File: config.mk
export PLATFORM = sky130hd
export DESIGN_NAME = cdt_xfer
export DESIGN_NICKNAME = d
export VERILOG_FILES = /design/src/shared/cdt_pkg.sv /design/src/hw/cdt_regfile.sv /design/src/hw/cdt_xfer.sv
export SDC_FILE = /design/constraint.sdc
export NUM_CORES = 1
export LEC_CHECK = 0
export BUFFER_PORTS_ARGS = -buffer_cell sky130_fd_sc_hd__buf_2
export CORE_ASPECT_RATIO = 2
export CORE_MARGIN = 2
export CORE_UTILIZATION = 55
export CTS_CLUSTER_DIAMETER = 50
export DETAILED_ROUTE_END_ITERATION = 12
export PLACE_DENSITY = 0.84
export REMOVE_ABC_BUFFERS = 1
export SLEW_MARGIN = 15
export SYNTH_ARGS = -nofsm -noshare
export SYNTH_HDL_FRONTEND = slang
export SYNTH_HIERARCHICAL = 1
export SYNTH_SLANG_ARGS = --single-unit
File: constraint.sdc
create_clock -name CORE_CLK -period 4 [get_ports CORE_CLK]
set_clock_uncertainty 0.05 [all_clocks]
set_input_delay 0.2 -clock CORE_CLK [delete_from_list [all_inputs] [get_ports CORE_CLK]]
set_output_delay 0.2 -clock CORE_CLK [all_outputs]
set_load 0.02 [all_outputs]
File: src/shared/cdt_pkg.sv
package cdt_pkg;
   // datapath and register file shape
   localparam int DATA_W = 16;
   localparam int ADDR_W = 16;
   localparam int NUM_REGS = 8;
   localparam int REG_IDX_W = 3;
   // operation field of the first word, upper nibble of the upper byte
   localparam logic [3:0] MODE_REG = 4'h1;
   localparam logic [3:0] MODE_IND = 4'h2;
   localparam logic [3:0] MODE_DISP = 4'h3;
   localparam logic [3:0] MODE_INCDEC = 4'h4;
   localparam logic [3:0] MODE_ABS16 = 4'h5;
   localparam logic [3:0] MODE_IMM16 = 4'h6;
   localparam logic [3:0] MODE_PERIPH = 4'h7;
   localparam logic [3:0] MODE_ABS8 = 4'h8;
   localparam logic [3:0] MODE_IMM8 = 4'h9;
   localparam logic [3:0] MODE_STACK = 4'hA;
   // short absolute store: the short forms have no room for a direction bit
   localparam logic [3:0] MODE_ABS8_ST = 4'hB;
   // field positions in the first word
   localparam int MODE_HI = 15;
   localparam int MODE_LO = 12;
   localparam int SIZE_BIT = 11;
   localparam int DIR_BIT = 10;
   localparam int RM_LO = 4;
   localparam int RN_LO = 0;
   localparam int HL_BIT = 3;
   localparam int SHORT_RN_LO = 8;
   localparam int SHORT_HL_BIT = 11;
   // fixed values
   localparam logic [2:0] SP_INDEX = 3'h7;
   localparam logic [7:0] ABS8_PAGE = 8'hFF;
   localparam logic [15:0] WORD_STEP = 16'h0002;
   localparam logic [15:0] BYTE_STEP = 16'h0001;
   localparam logic [15:0] EVEN_MASK = 16'hFFFE;
   localparam logic [15:0] ZERO_WORD = 16'h0000;
   // core clock cycles per peripheral sync clock period
   localparam int PERIPH_DIV = 10;
   localparam int DIV_W = 8;
   typedef enum logic [3:0] {
      S_FETCH, S_EXT, S_RDBASE, S_RDDATA, S_EXEC, S_MEM, S_PER, S_PACC, S_WB, S_UPD
   } cdt_state_e;
endpackage : cdt_pkg

File: src/hw/cdt_regfile.sv
`timescale 1ns/1ps
// general registers: one registered read port, one byte-enabled write port
module cdt_regfile #(
   parameter int DEPTH = 8,
   parameter int AW = 3
) (
   input wire logic clk,
   input wire logic rst,
   input wire logic [AW-1:0] rd_addr,
   output logic [15:0] rd_data_r,
   input wire logic wr_en,
   input wire logic [AW-1:0] wr_addr,
   input wire logic [1:0] wr_be,
   input wire logic [15:0] wr_data
);
   logic [15:0] mem [DEPTH];

   // one write enable per entry and lane
   for (genvar i = 0; i < DEPTH; i++) begin : g_entry
      always_ff @(posedge clk) begin
         if (wr_en && wr_addr == AW'(i)) begin
            if (wr_be[1]) mem[i][15:8] <= wr_data[15:8];
            if (wr_be[0]) mem[i][7:0] <= wr_data[7:0];
         end
      end
   end

   // read data from a register, so a read costs one cycle
   always_ff @(posedge clk or posedge rst) begin
      if (rst) rd_data_r <= 16'h0000;
      else rd_data_r <= mem[rd_addr];
   end
endmodule : cdt_regfile

File: src/hw/cdt_xfer.sv
`timescale 1ns/1ps
//Behaviour
//- move copies byte/word register-register, register-memory either way, or immediate
//- move accepts direct, indirect, displacement, abs16, immediate, predec, postinc both sizes
//- 8-bit absolute form exists for byte size only
//- peripheral store writes one byte synchronised to peripheral clock
//- peripheral load reads one byte synchronised to peripheral clock
//- push is word move with stack pointer predecremented before write
//- pop is word move reading at stack pointer then postincrementing
//- word accesses force address bit zero low, no error
module cdt_xfer
   import cdt_pkg::*;
#(
   parameter int PERIPH_DIV_P = cdt_pkg::PERIPH_DIV
) (
   input wire logic CORE_CLK,
   input wire logic RST,
   input wire logic INSTR_VALID,
   input wire logic [cdt_pkg::DATA_W-1:0] INSTR_DATA,
   output logic INSTR_READY,
   output logic [cdt_pkg::ADDR_W-1:0] MEM_ADDR,
   output logic [cdt_pkg::DATA_W-1:0] MEM_WDATA,
   input wire logic [cdt_pkg::DATA_W-1:0] MEM_RDATA,
   input wire logic MEM_ACK,
   output logic MEM_RD,
   output logic MEM_WR,
   output logic MEM_WORD,
   output logic MEM_PERIPH,
   output logic PERIPH_CLK,
   output logic DONE,
   output logic ILLEGAL
);
   import cdt_pkg::*;

   cdt_state_e state_r;
   logic [15:0] ir_r, ext_r, base_r, wb_r, upd_r;
   logic [DIV_W-1:0] div_r;
   logic e_tick;
   logic [15:0] rf_rdata;
   logic [2:0] rf_raddr, rf_waddr;
   logic rf_we;
   logic [1:0] rf_be;
   logic [15:0] rf_wdata;

   // decode of the held first word
   logic [3:0] mode;
   logic size_w, dir_st, rn_lo, is_mem, is_load;
   logic [2:0] rm, rn;
   logic [15:0] step, ea, rn_byte;
   always_comb begin
      mode = ir_r[MODE_HI:MODE_LO];
      rm = ir_r[RM_LO +: 3];
      rn = ir_r[RN_LO +: 3];
      rn_lo = ir_r[HL_BIT];
      size_w = ir_r[SIZE_BIT];
      dir_st = ir_r[DIR_BIT];
      // short forms: bit 10 belongs to rn, so the store direction comes from its own operation code
      if (mode == MODE_ABS8 || mode == MODE_ABS8_ST || mode == MODE_IMM8) begin
         rn = ir_r[SHORT_RN_LO +: 3];
         rn_lo = ir_r[SHORT_HL_BIT];
         size_w = 1'b0;
         dir_st = (mode == MODE_ABS8_ST);
      end
      if (mode == MODE_PERIPH) size_w = 1'b0;
      if (mode == MODE_STACK) begin
         rm = SP_INDEX;
         size_w = 1'b1;
      end
      // byte step on the stack pointer would misalign it; code must avoid it
      step = size_w ? WORD_STEP : BYTE_STEP;
      is_mem = !(mode == MODE_REG || mode == MODE_IMM8 || mode == MODE_IMM16);
      is_load = !dir_st;
      // effective address per addressing mode
      case (mode)
         MODE_DISP: ea = base_r + ext_r;
         MODE_ABS16, MODE_PERIPH: ea = ext_r;
         MODE_ABS8, MODE_ABS8_ST: ea = {ABS8_PAGE, ir_r[7:0]};
         MODE_INCDEC, MODE_STACK: ea = dir_st ? base_r - step : base_r;
         default: ea = base_r;
      endcase
      if (size_w) ea = ea & EVEN_MASK;
      rn_byte = {8'h00, rn_lo ? rf_rdata[7:0] : rf_rdata[15:8]};
   end

   // legality and extension need of a word about to be taken
   function automatic logic legal_op(input logic [15:0] w);
      case (w[MODE_HI:MODE_LO])
         MODE_REG, MODE_IND, MODE_DISP, MODE_INCDEC, MODE_ABS16, MODE_IMM16,
         MODE_PERIPH, MODE_ABS8, MODE_ABS8_ST, MODE_IMM8, MODE_STACK: legal_op = 1'b1;
         default: legal_op = 1'b0;
      endcase
   endfunction : legal_op

   function automatic logic needs_ext(input logic [15:0] w);
      case (w[MODE_HI:MODE_LO])
         MODE_DISP, MODE_ABS16, MODE_IMM16, MODE_PERIPH: needs_ext = 1'b1;
         default: needs_ext = 1'b0;
      endcase
   endfunction : needs_ext

   // peripheral sync clock: divider gives one tick per period
   always_ff @(posedge CORE_CLK or posedge RST) begin
      if (RST) begin
         div_r <= '0;
         PERIPH_CLK <= 1'b0;
      end else begin
         div_r <= (div_r == DIV_W'(PERIPH_DIV_P - 1)) ? '0 : div_r + 1'b1;
         PERIPH_CLK <= (div_r < DIV_W'(PERIPH_DIV_P / 2));
      end
   end
   assign e_tick = (div_r == '0);

   // register file port selection
   always_comb begin
      rf_raddr = (state_r == S_RDBASE) ? rm : rn;
      rf_we = (state_r == S_WB) || (state_r == S_UPD);
      rf_waddr = (state_r == S_UPD) ? rm : rn;
      rf_wdata = (state_r == S_UPD) ? upd_r : wb_r;
      if (state_r == S_WB && !size_w) begin
         rf_wdata = {wb_r[7:0], wb_r[7:0]};
         rf_be = rn_lo ? 2'b01 : 2'b10;
      end else begin
         rf_be = 2'b11;
      end
   end

   cdt_regfile #(.DEPTH(NUM_REGS), .AW(REG_IDX_W)) u_cdt_regfile (
      .clk(CORE_CLK),
      .rst(RST),
      .rd_addr(rf_raddr),
      .rd_data_r(rf_rdata),
      .wr_en(rf_we),
      .wr_addr(rf_waddr),
      .wr_be(rf_be),
      .wr_data(rf_wdata)
   );

   // sequencer: fetch, read base, read data, execute, bus, write back, update
   always_ff @(posedge CORE_CLK or posedge RST) begin
      if (RST) begin
         state_r <= S_FETCH;
         ir_r <= ZERO_WORD;
         ext_r <= ZERO_WORD;
         base_r <= ZERO_WORD;
         wb_r <= ZERO_WORD;
         upd_r <= ZERO_WORD;
         INSTR_READY <= 1'b1;
         MEM_ADDR <= ZERO_WORD;
         MEM_WDATA <= ZERO_WORD;
         MEM_RD <= 1'b0;
         MEM_WR <= 1'b0;
         MEM_WORD <= 1'b0;
         MEM_PERIPH <= 1'b0;
         DONE <= 1'b0;
         ILLEGAL <= 1'b0;
      end else begin
         DONE <= 1'b0;
         ILLEGAL <= 1'b0;
         case (state_r)
            S_FETCH: if (INSTR_VALID) begin
               ir_r <= INSTR_DATA;
               if (!legal_op(INSTR_DATA)) begin
                  ILLEGAL <= 1'b1;
               end else if (needs_ext(INSTR_DATA)) begin
                  state_r <= S_EXT;
               end else begin
                  INSTR_READY <= 1'b0;
                  state_r <= S_RDBASE;
               end
            end
            S_EXT: if (INSTR_VALID) begin
               ext_r <= INSTR_DATA;
               INSTR_READY <= 1'b0;
               state_r <= S_RDBASE;
            end
            S_RDBASE: state_r <= S_RDDATA;
            S_RDDATA: begin
               base_r <= rf_rdata;
               state_r <= S_EXEC;
            end
            S_EXEC: begin
               // rf_rdata now holds the rn register
               MEM_ADDR <= ea;
               MEM_WORD <= size_w;
               MEM_WDATA <= size_w ? rf_rdata : rn_byte;
               upd_r <= dir_st ? base_r - step : base_r + step;
               case (mode)
                  MODE_REG: wb_r <= size_w ? base_r : {8'h00, rm[0] ? base_r[7:0] : base_r[15:8]};
                  MODE_IMM8: wb_r <= {8'h00, ir_r[7:0]};
                  MODE_IMM16: wb_r <= ext_r;
                  default: wb_r <= ZERO_WORD;
               endcase
               if (!is_mem) begin
                  state_r <= S_WB;
               end else if (mode == MODE_PERIPH) begin
                  state_r <= S_PER;
               end else begin
                  MEM_RD <= is_load;
                  MEM_WR <= dir_st;
                  state_r <= S_MEM;
               end
            end
            S_MEM: if (MEM_ACK) begin
               MEM_RD <= 1'b0;
               MEM_WR <= 1'b0;
               wb_r <= size_w ? MEM_RDATA : {8'h00, MEM_RDATA[7:0]};
               if (is_load) state_r <= S_WB;
               else if (mode == MODE_INCDEC || mode == MODE_STACK) state_r <= S_UPD;
               else begin
                  DONE <= 1'b1;
                  INSTR_READY <= 1'b1;
                  state_r <= S_FETCH;
               end
            end
            // the slow access opens on one tick and closes on the next
            S_PER: if (e_tick) begin
               MEM_PERIPH <= 1'b1;
               MEM_RD <= is_load;
               MEM_WR <= dir_st;
               state_r <= S_PACC;
            end
            S_PACC: if (e_tick) begin
               MEM_PERIPH <= 1'b0;
               MEM_RD <= 1'b0;
               MEM_WR <= 1'b0;
               wb_r <= {8'h00, MEM_RDATA[7:0]};
               if (is_load) state_r <= S_WB;
               else begin
                  DONE <= 1'b1;
                  INSTR_READY <= 1'b1;
                  state_r <= S_FETCH;
               end
            end
            S_WB: if (mode == MODE_INCDEC || mode == MODE_STACK) begin
               state_r <= S_UPD;
            end else begin
               DONE <= 1'b1;
               INSTR_READY <= 1'b1;
               state_r <= S_FETCH;
            end
            S_UPD: begin
               DONE <= 1'b1;
               INSTR_READY <= 1'b1;
               state_r <= S_FETCH;
            end
            default: state_r <= S_FETCH;
         endcase
      end
   end
endmodule : cdt_xfer

== Word level (Yosys, flattened, before mapping) ==
Memories as Yosys holds them, arrays and structs flattened. A register that Yosys moved wholly into a read port is not among the register bits.
Cells that the tools add are included.
Storage, ports and cells
  bits in registers: 132
  bits in writable memories: 128
  memory bits (read-only): 16
  input bits: 36
  logic and storage cells: 241
  memories: 2
Operators by class
  $add $sub $neg: 4
  magnitude comparators: 1
  equal/unequal tests: 42
  muxes and demuxes: 133
  reductions and logical operators: 42
Memory list
  u_cdt_regfile.mem: depth 8, bits a word 16, rd ports 1, clocked after Yosys merged registers in 1, wr ports 1, RTL line cdt_regfile.sv:16  | logic [15:0] mem [DEPTH];
  (no name shown): depth 16, bits a word 1, rd ports 1, clocked after Yosys merged registers in 0, wr ports 0, RTL line cdt_xfer.sv:87  | case (w[MODE_HI:MODE_LO])
Operators by type and width (number)
  16-bit 2-to-1 mux: 16
  16-bit OR reduction: 7
  16-bit case mux with 3 select lines: 2
  1-bit 2-to-1 mux: 72
  16-bit case mux with 4 select lines: 1
  4-bit by 3-bit == test with 1-bit output, second input constant: 11
  4-bit 2-to-1 mux: 10
  4-bit case mux with 9 select lines: 1
  3-bit 2-to-1 mux: 11
  4-bit == test, second input constant: 6
  2-bit 2-to-1 mux: 12
  8-bit 2-to-1 mux: 3
  2-bit != test, second input constant: 11
  16-bit adder: 1
  16-bit by 2-bit adder with 16-bit output: 1
  4-bit by 2-bit == test with 1-bit output, second input constant: 4
  16-bit by 2-bit subtractor with 16-bit output: 1
  3-bit == test, second input constant: 4
  1-bit case mux with 4 select lines: 3
  6-bit AND reduction: 2
  1-bit logical AND: 9
  9-bit AND reduction: 1
  8-bit by 1-bit adder with 8-bit output, second input constant: 1
  4-bit by 1-bit == test with 1-bit output, second input constant: 2
  other kinds (19): 30

== Longest topological paths before layout ==
  depth in word-level cells: 20
  gate-level depth with buffers: 14
  depth with buffers taken out: 12

== Hierarchy ==
Netlist, hierarchy kept.
Modules (own cells, without submodules)
  cdt_xfer: instances 1, cells each 966, area an instance 8473.1 um^2
  cdt_regfile: instances 1, cells each 232, area an instance 5457.7 um^2

== Worst setup path after synthesis ==
No wires, ideal clock.
  kind: reg-to-reg
  start point: register ir_r[15]
  end point: register MEM_ADDR[10] (netlist name)
  arrival time: 2.993 ns
  setup slack: 0.834 ns
  stages on the path, launching flop included: 15
  clock period less this slack: 3.166 ns
  path through: dfrtp_1 -> clkbuf_1 -> nand2b_1 -> a2bb2oi_1 -> nand2_1 -> clkbuf_1 -> ha_1 -> inv_1 -> fa_1 -> nor2_1 -> nand2_1 -> nor4_1 -> nand2_1 -> a211o_1 -> o221a_2
Between the ends
  cells in the longest elaborated chain, start to end: 10
RTL lines
  start: declaration: RTL line cdt_xfer.sv:36  | logic [15:0] ir_r, ext_r, base_r, wb_r, upd_r;
  start signal: assignment: RTL line cdt_xfer.sv:142  | ir_r <= ZERO_WORD;
  start signal: assignment: RTL line cdt_xfer.sv:161  | ir_r <= INSTR_DATA;
  4-bit == test (on tied branches): RTL line cdt_xfer.sv:58, cdt_xfer.sv:74, cdt_xfer.sv:62
  1-bit logical OR (2 in series): RTL line cdt_xfer.sv:58  | if (mode == MODE_ABS8 || mode == MODE_ABS8_ST || mode == MODE_IMM8) begin
  1-bit 2-to-1 mux: RTL line cdt_xfer.sv:58
  1-bit 2-to-1 mux: RTL line cdt_xfer.sv:64  | if (mode == MODE_PERIPH) size_w = 1'b0;
  1-bit 2-to-1 mux: RTL line cdt_xfer.sv:65  | if (mode == MODE_STACK) begin
  2-bit 2-to-1 mux: RTL line cdt_xfer.sv:70  | step = size_w ? WORD_STEP : BYTE_STEP;
  16-bit by 2-bit subtractor with 16-bit output: RTL line cdt_xfer.sv:78  | MODE_INCDEC, MODE_STACK: ea = dir_st ? base_r - step : base_r;
  16-bit 2-to-1 mux: RTL line cdt_xfer.sv:78
  16-bit case mux with 4 select lines (*): RTL line cdt_xfer.sv:74  | case (mode)
  end signal: assignment: RTL line cdt_xfer.sv:148  | MEM_ADDR <= ZERO_WORD;
  end signal: assignment: RTL line cdt_xfer.sv:183  | MEM_ADDR <= ea;
  end: declaration: RTL line cdt_xfer.sv:21  | output logic [cdt_pkg::ADDR_W-1:0] MEM_ADDR,
Every way passes the cells marked *; elsewhere a longest branch is shown, timed or not.
A chain may end at the register's enable or synchronous reset.

== Worst setup path after layout ==
  start point: register ir_r[14]
  end point: register MEM_ADDR[11] (netlist name)
The elaborated chain is that of the path after synthesis.

==> impl_metrics.toml <==
[setup_path]
rrSetupSlack_ns = 0.25
critPathLaunchType = "flop"
rr_worst_depth = 11
cp.arrival_ns = 4.17
path_max_fanout = 16
path_class = "reg -> reg"
cp.required_ns = 4.42
end_kind = "flop"

[timing]
period_needed_ns = 3.751
tns_ns = 0
slew_headroom = 0.2154
timing.fmax_mhz = 266.6
fin_crit_sh = 0.9377
hold_viol_final = 0
tightest_slew_ns = 1.165
report.final.slew_viol_count = 0
rsz0062_at_grt = "false"
setup_viol = 0

[clocking]
cts_tree = "built"
cts_buffers = 25
clkLatencyLatePin_ns = 0.55
cts-root-buf = "clkbuf_16"
clock-sinks = 276
post_cts_resized = 0
h-tree-depth = 1
clk_pin_slew_worst_paths_ns = 0.07
cts_max_path_buffers = 3

[global_route]
grt_pass1_vias = 10860
gr-total-overflow = 0
track_usage = 0.3242
antenna_found_initial = 1
grt_pass1_wl_um = 63950
grt_max_degree = 81

[yosys]
syn_avg_cell_area_um2 = 11.63
yosys.area.top_type_share = 0.2759
synth.area.top_cells = "edfxtp_1 (28%), dfrtp_1 (26%), mux2_2 (6.0%)"
yosys_warnings = 6
yosysSeqAreaShare = 0.5419
syn-cell-area_mm2 = 0.01393
ys_ff_latch = 276
synth-edff-count = 128
async_flop_share = 0.5362
synth_cell_types = 80
ys.flop_type = "dfrtp_1"
synthCells = 1198
post-synth-top-area-cell = "edfxtp_1"

[finish]
layout.nets = 1370
regMostFlops = "u_cdt_regfile/mem"
syn_to_final_growth_pct = 14.90
final_cells = 1664
largest_reg_flops = 128
fillers = 1833
drive_gt1_frac = 0.2080

[floorplanning]
die_area_mm2 = 0.02669
num_io_pins = 76
start_util = 0.5588
core_mm2 = 0.02493
die_y_um = 229.1
dieWidth_um = 116.5
rows = 82

[power]
power_density_mw_per_mm2 = 896.9
finalPower_uw = 14360
vdd_ir_drop_max_uv = 399.3
pwr-share-clk = 0.169
combPwrFrac = 0.495
switching_share = 0.4374
p_switching_uw = 6280
leakage_uw = 0.006488
intPower_uw = 8076
p_seq_frac = 0.336

[status]
status = "finished clean"

[placement]
portBuffers = 75
hpwlAfterDp_um = 30400
routabilityCongestion = 1.061
dp_cells = 1585

[route]
wirelength_um = 42420
via_count = 10830
drc = 0
routedWlPerCell_um = 25.49
viasPerCell = 6.505
drtIter0Drc = 839
detail-route-antenna-nets = 0
dr.pass1.iters = 6

[min_path]
hold_class = "in -> reg"
whs_path_depth = 3

[job]
drv_cap = 0
==> cell families (layout without fill, tap and decap cells) <==
group | Yosys count | in the layout | share of synthesized area
and+or+nand+nor | 359 | 359 | 0.1215
DFF | 276 | 276 | 0.5419
AOI/OAI and AO/OA | 274 | 274 | 0.1252
muxes | 125 | 125 | 0.1327
buffers and inverters | 99 | 228 | 0.02919
xor gates and xnor gates | 39 | 39 | 0.02452
adders and majority gates | 26 | 26 | 0.02497
other | 0 | 1 | 0
==> critical path, stage by stage, from the launching register on <==
cell and delay (ns):
dfrtp_1 0.46, nand2b_1 0.25, a2bb2oi_1 0.19, nand2_1 0.50, inv_1 0.15, ha_1 0.34, nor2_1 0.08, or4b_1 0.68
nor4_1 0.53, xor2_1 0.19, a21oi_1 0.08, a21oi_1 0.18
==> synthesized netlist by cell type (3+ instances only) <==
cell / instances
a211oi_1: 6
a21o_1: 9
a21oi_1: 63
a221oi_1: 9
a22oi_1: 11
a31oi_1: 20
a32oi_1: 9
and3_1: 11
buf_1: 8
buf_2: 3
buf_6: 4
clkbuf_1: 67
dfrtp_1: 147
edfxtp_1: 128
fa_1: 3
ha_1: 23
inv_1: 16
mux2_2: 74
mux2i_1: 19
mux4_1: 28
mux4_2: 4
nand2_1: 153
nand2b_1: 12
nand3_1: 15
nand4_1: 5
nor2_1: 67
nor2b_1: 19
nor3_1: 31
nor4_1: 10
o211ai_1: 10
o21a_1: 3
o21ai_0: 77
o22ai_1: 12
o31ai_1: 12
or2_2: 4
or3_1: 10
or4_1: 3
xnor2_1: 11
xor2_1: 28
==> power by group through the flow <==
stage          Combinational, uW  Sequential, uW  Clock [uW]
2_1_floorplan               4390            4720           0
3_3_place_gp                6650            4770           0
3_5_place_dp                6830            4780           0
4_1_cts                     6910            4740        2440
5_1_grt                     7590            4860        2560
6_report                    7110            4820        2430
==> cell type report <==
| cell class | instances | area, um2 | share of cell area |
|---|---|---|---|
| well taps | 336 | 420.4 | 0.02626 |
| repair buffers | 166 | 1139 | 0.07113 |
| flip-flops and latches | 276 | 7548 | 0.4716 |
| multi-input cells | 823 | 6011 | 0.3755 |
| inverters | 16 | 65.06 | 0.004065 |
| clock inverters | 17 | 158.9 | 0.009927 |
| clock buffers | 29 | 661.9 | 0.04135 |
| diodes | 1 | 2.502 | 0.0001563 |
==> per-layer routing <==
layer	vias up	track usage	wire (um)
met1	5279	0.3490	14020
met4	0	0.2574	4208
met2	616	0.5440	21430
li1	4698	-	-
met5	-	0	0
met3	232	0.05980	2764
==> repair_timing <==
action,4_1_cts,5_1_grt
hold buffers,32,0
setup buffers,0,0
endpoints found under the hold margin,141,0
==> layout by cell type (no fill, tap or decap), drive strengths merged, types with 15 or more instances in the layout <==
cell and instances:
nand2 154, dfrtp 147, buf 134, edfxtp 128
o21ai 78, mux2 74, nor2 67, a21oi 64
dlygate4sd3 32, mux4 32, nor3 31, clkbuf 29
xor2 28, ha 23, a31oi 20, nor2b 19
mux2i 19, inv 19, nand3 15
==> stage by stage <==
stage	area (um2)	hold slack, ns	worst slack [ns]	utilization
2_1_floorplan	13580	0.06374	-1.104	-
3_3_place_gp	14860	0.3221	0.5420	0.5962
3_5_place_dp	14860	0.3250	0.4068	0.5962
4_1_cts	16000	0.004440	0.3859	0.6419
5_1_grt	16000	0.01403	0.1045	0.6419
6_report	16010	0.03494	0.2491	0.6420
==> worst paths after layout <==
kind	startpoint	end
hold / removal	MEM_RDATA[5]	wb_r[5]$_DFFE_PP0P_
setup / recovery	ir_r[14]$_DFFE_PP0P_	MEM_ADDR[11]$_DFFE_PP0P_
hold reg to reg	div_r[7]$_DFF_PP0_	div_r[7]$_DFF_PP0_
min in group asynchronous	RST	MEM_WDATA[2]$_DFFE_PP0P_
max in group asynchronous	RST	MEM_ADDR[12]$_DFFE_PP0P_
setup reg to reg	ir_r[14]$_DFFE_PP0P_	MEM_ADDR[11]$_DFFE_PP0P_
(Power assumes the default switching activity.)
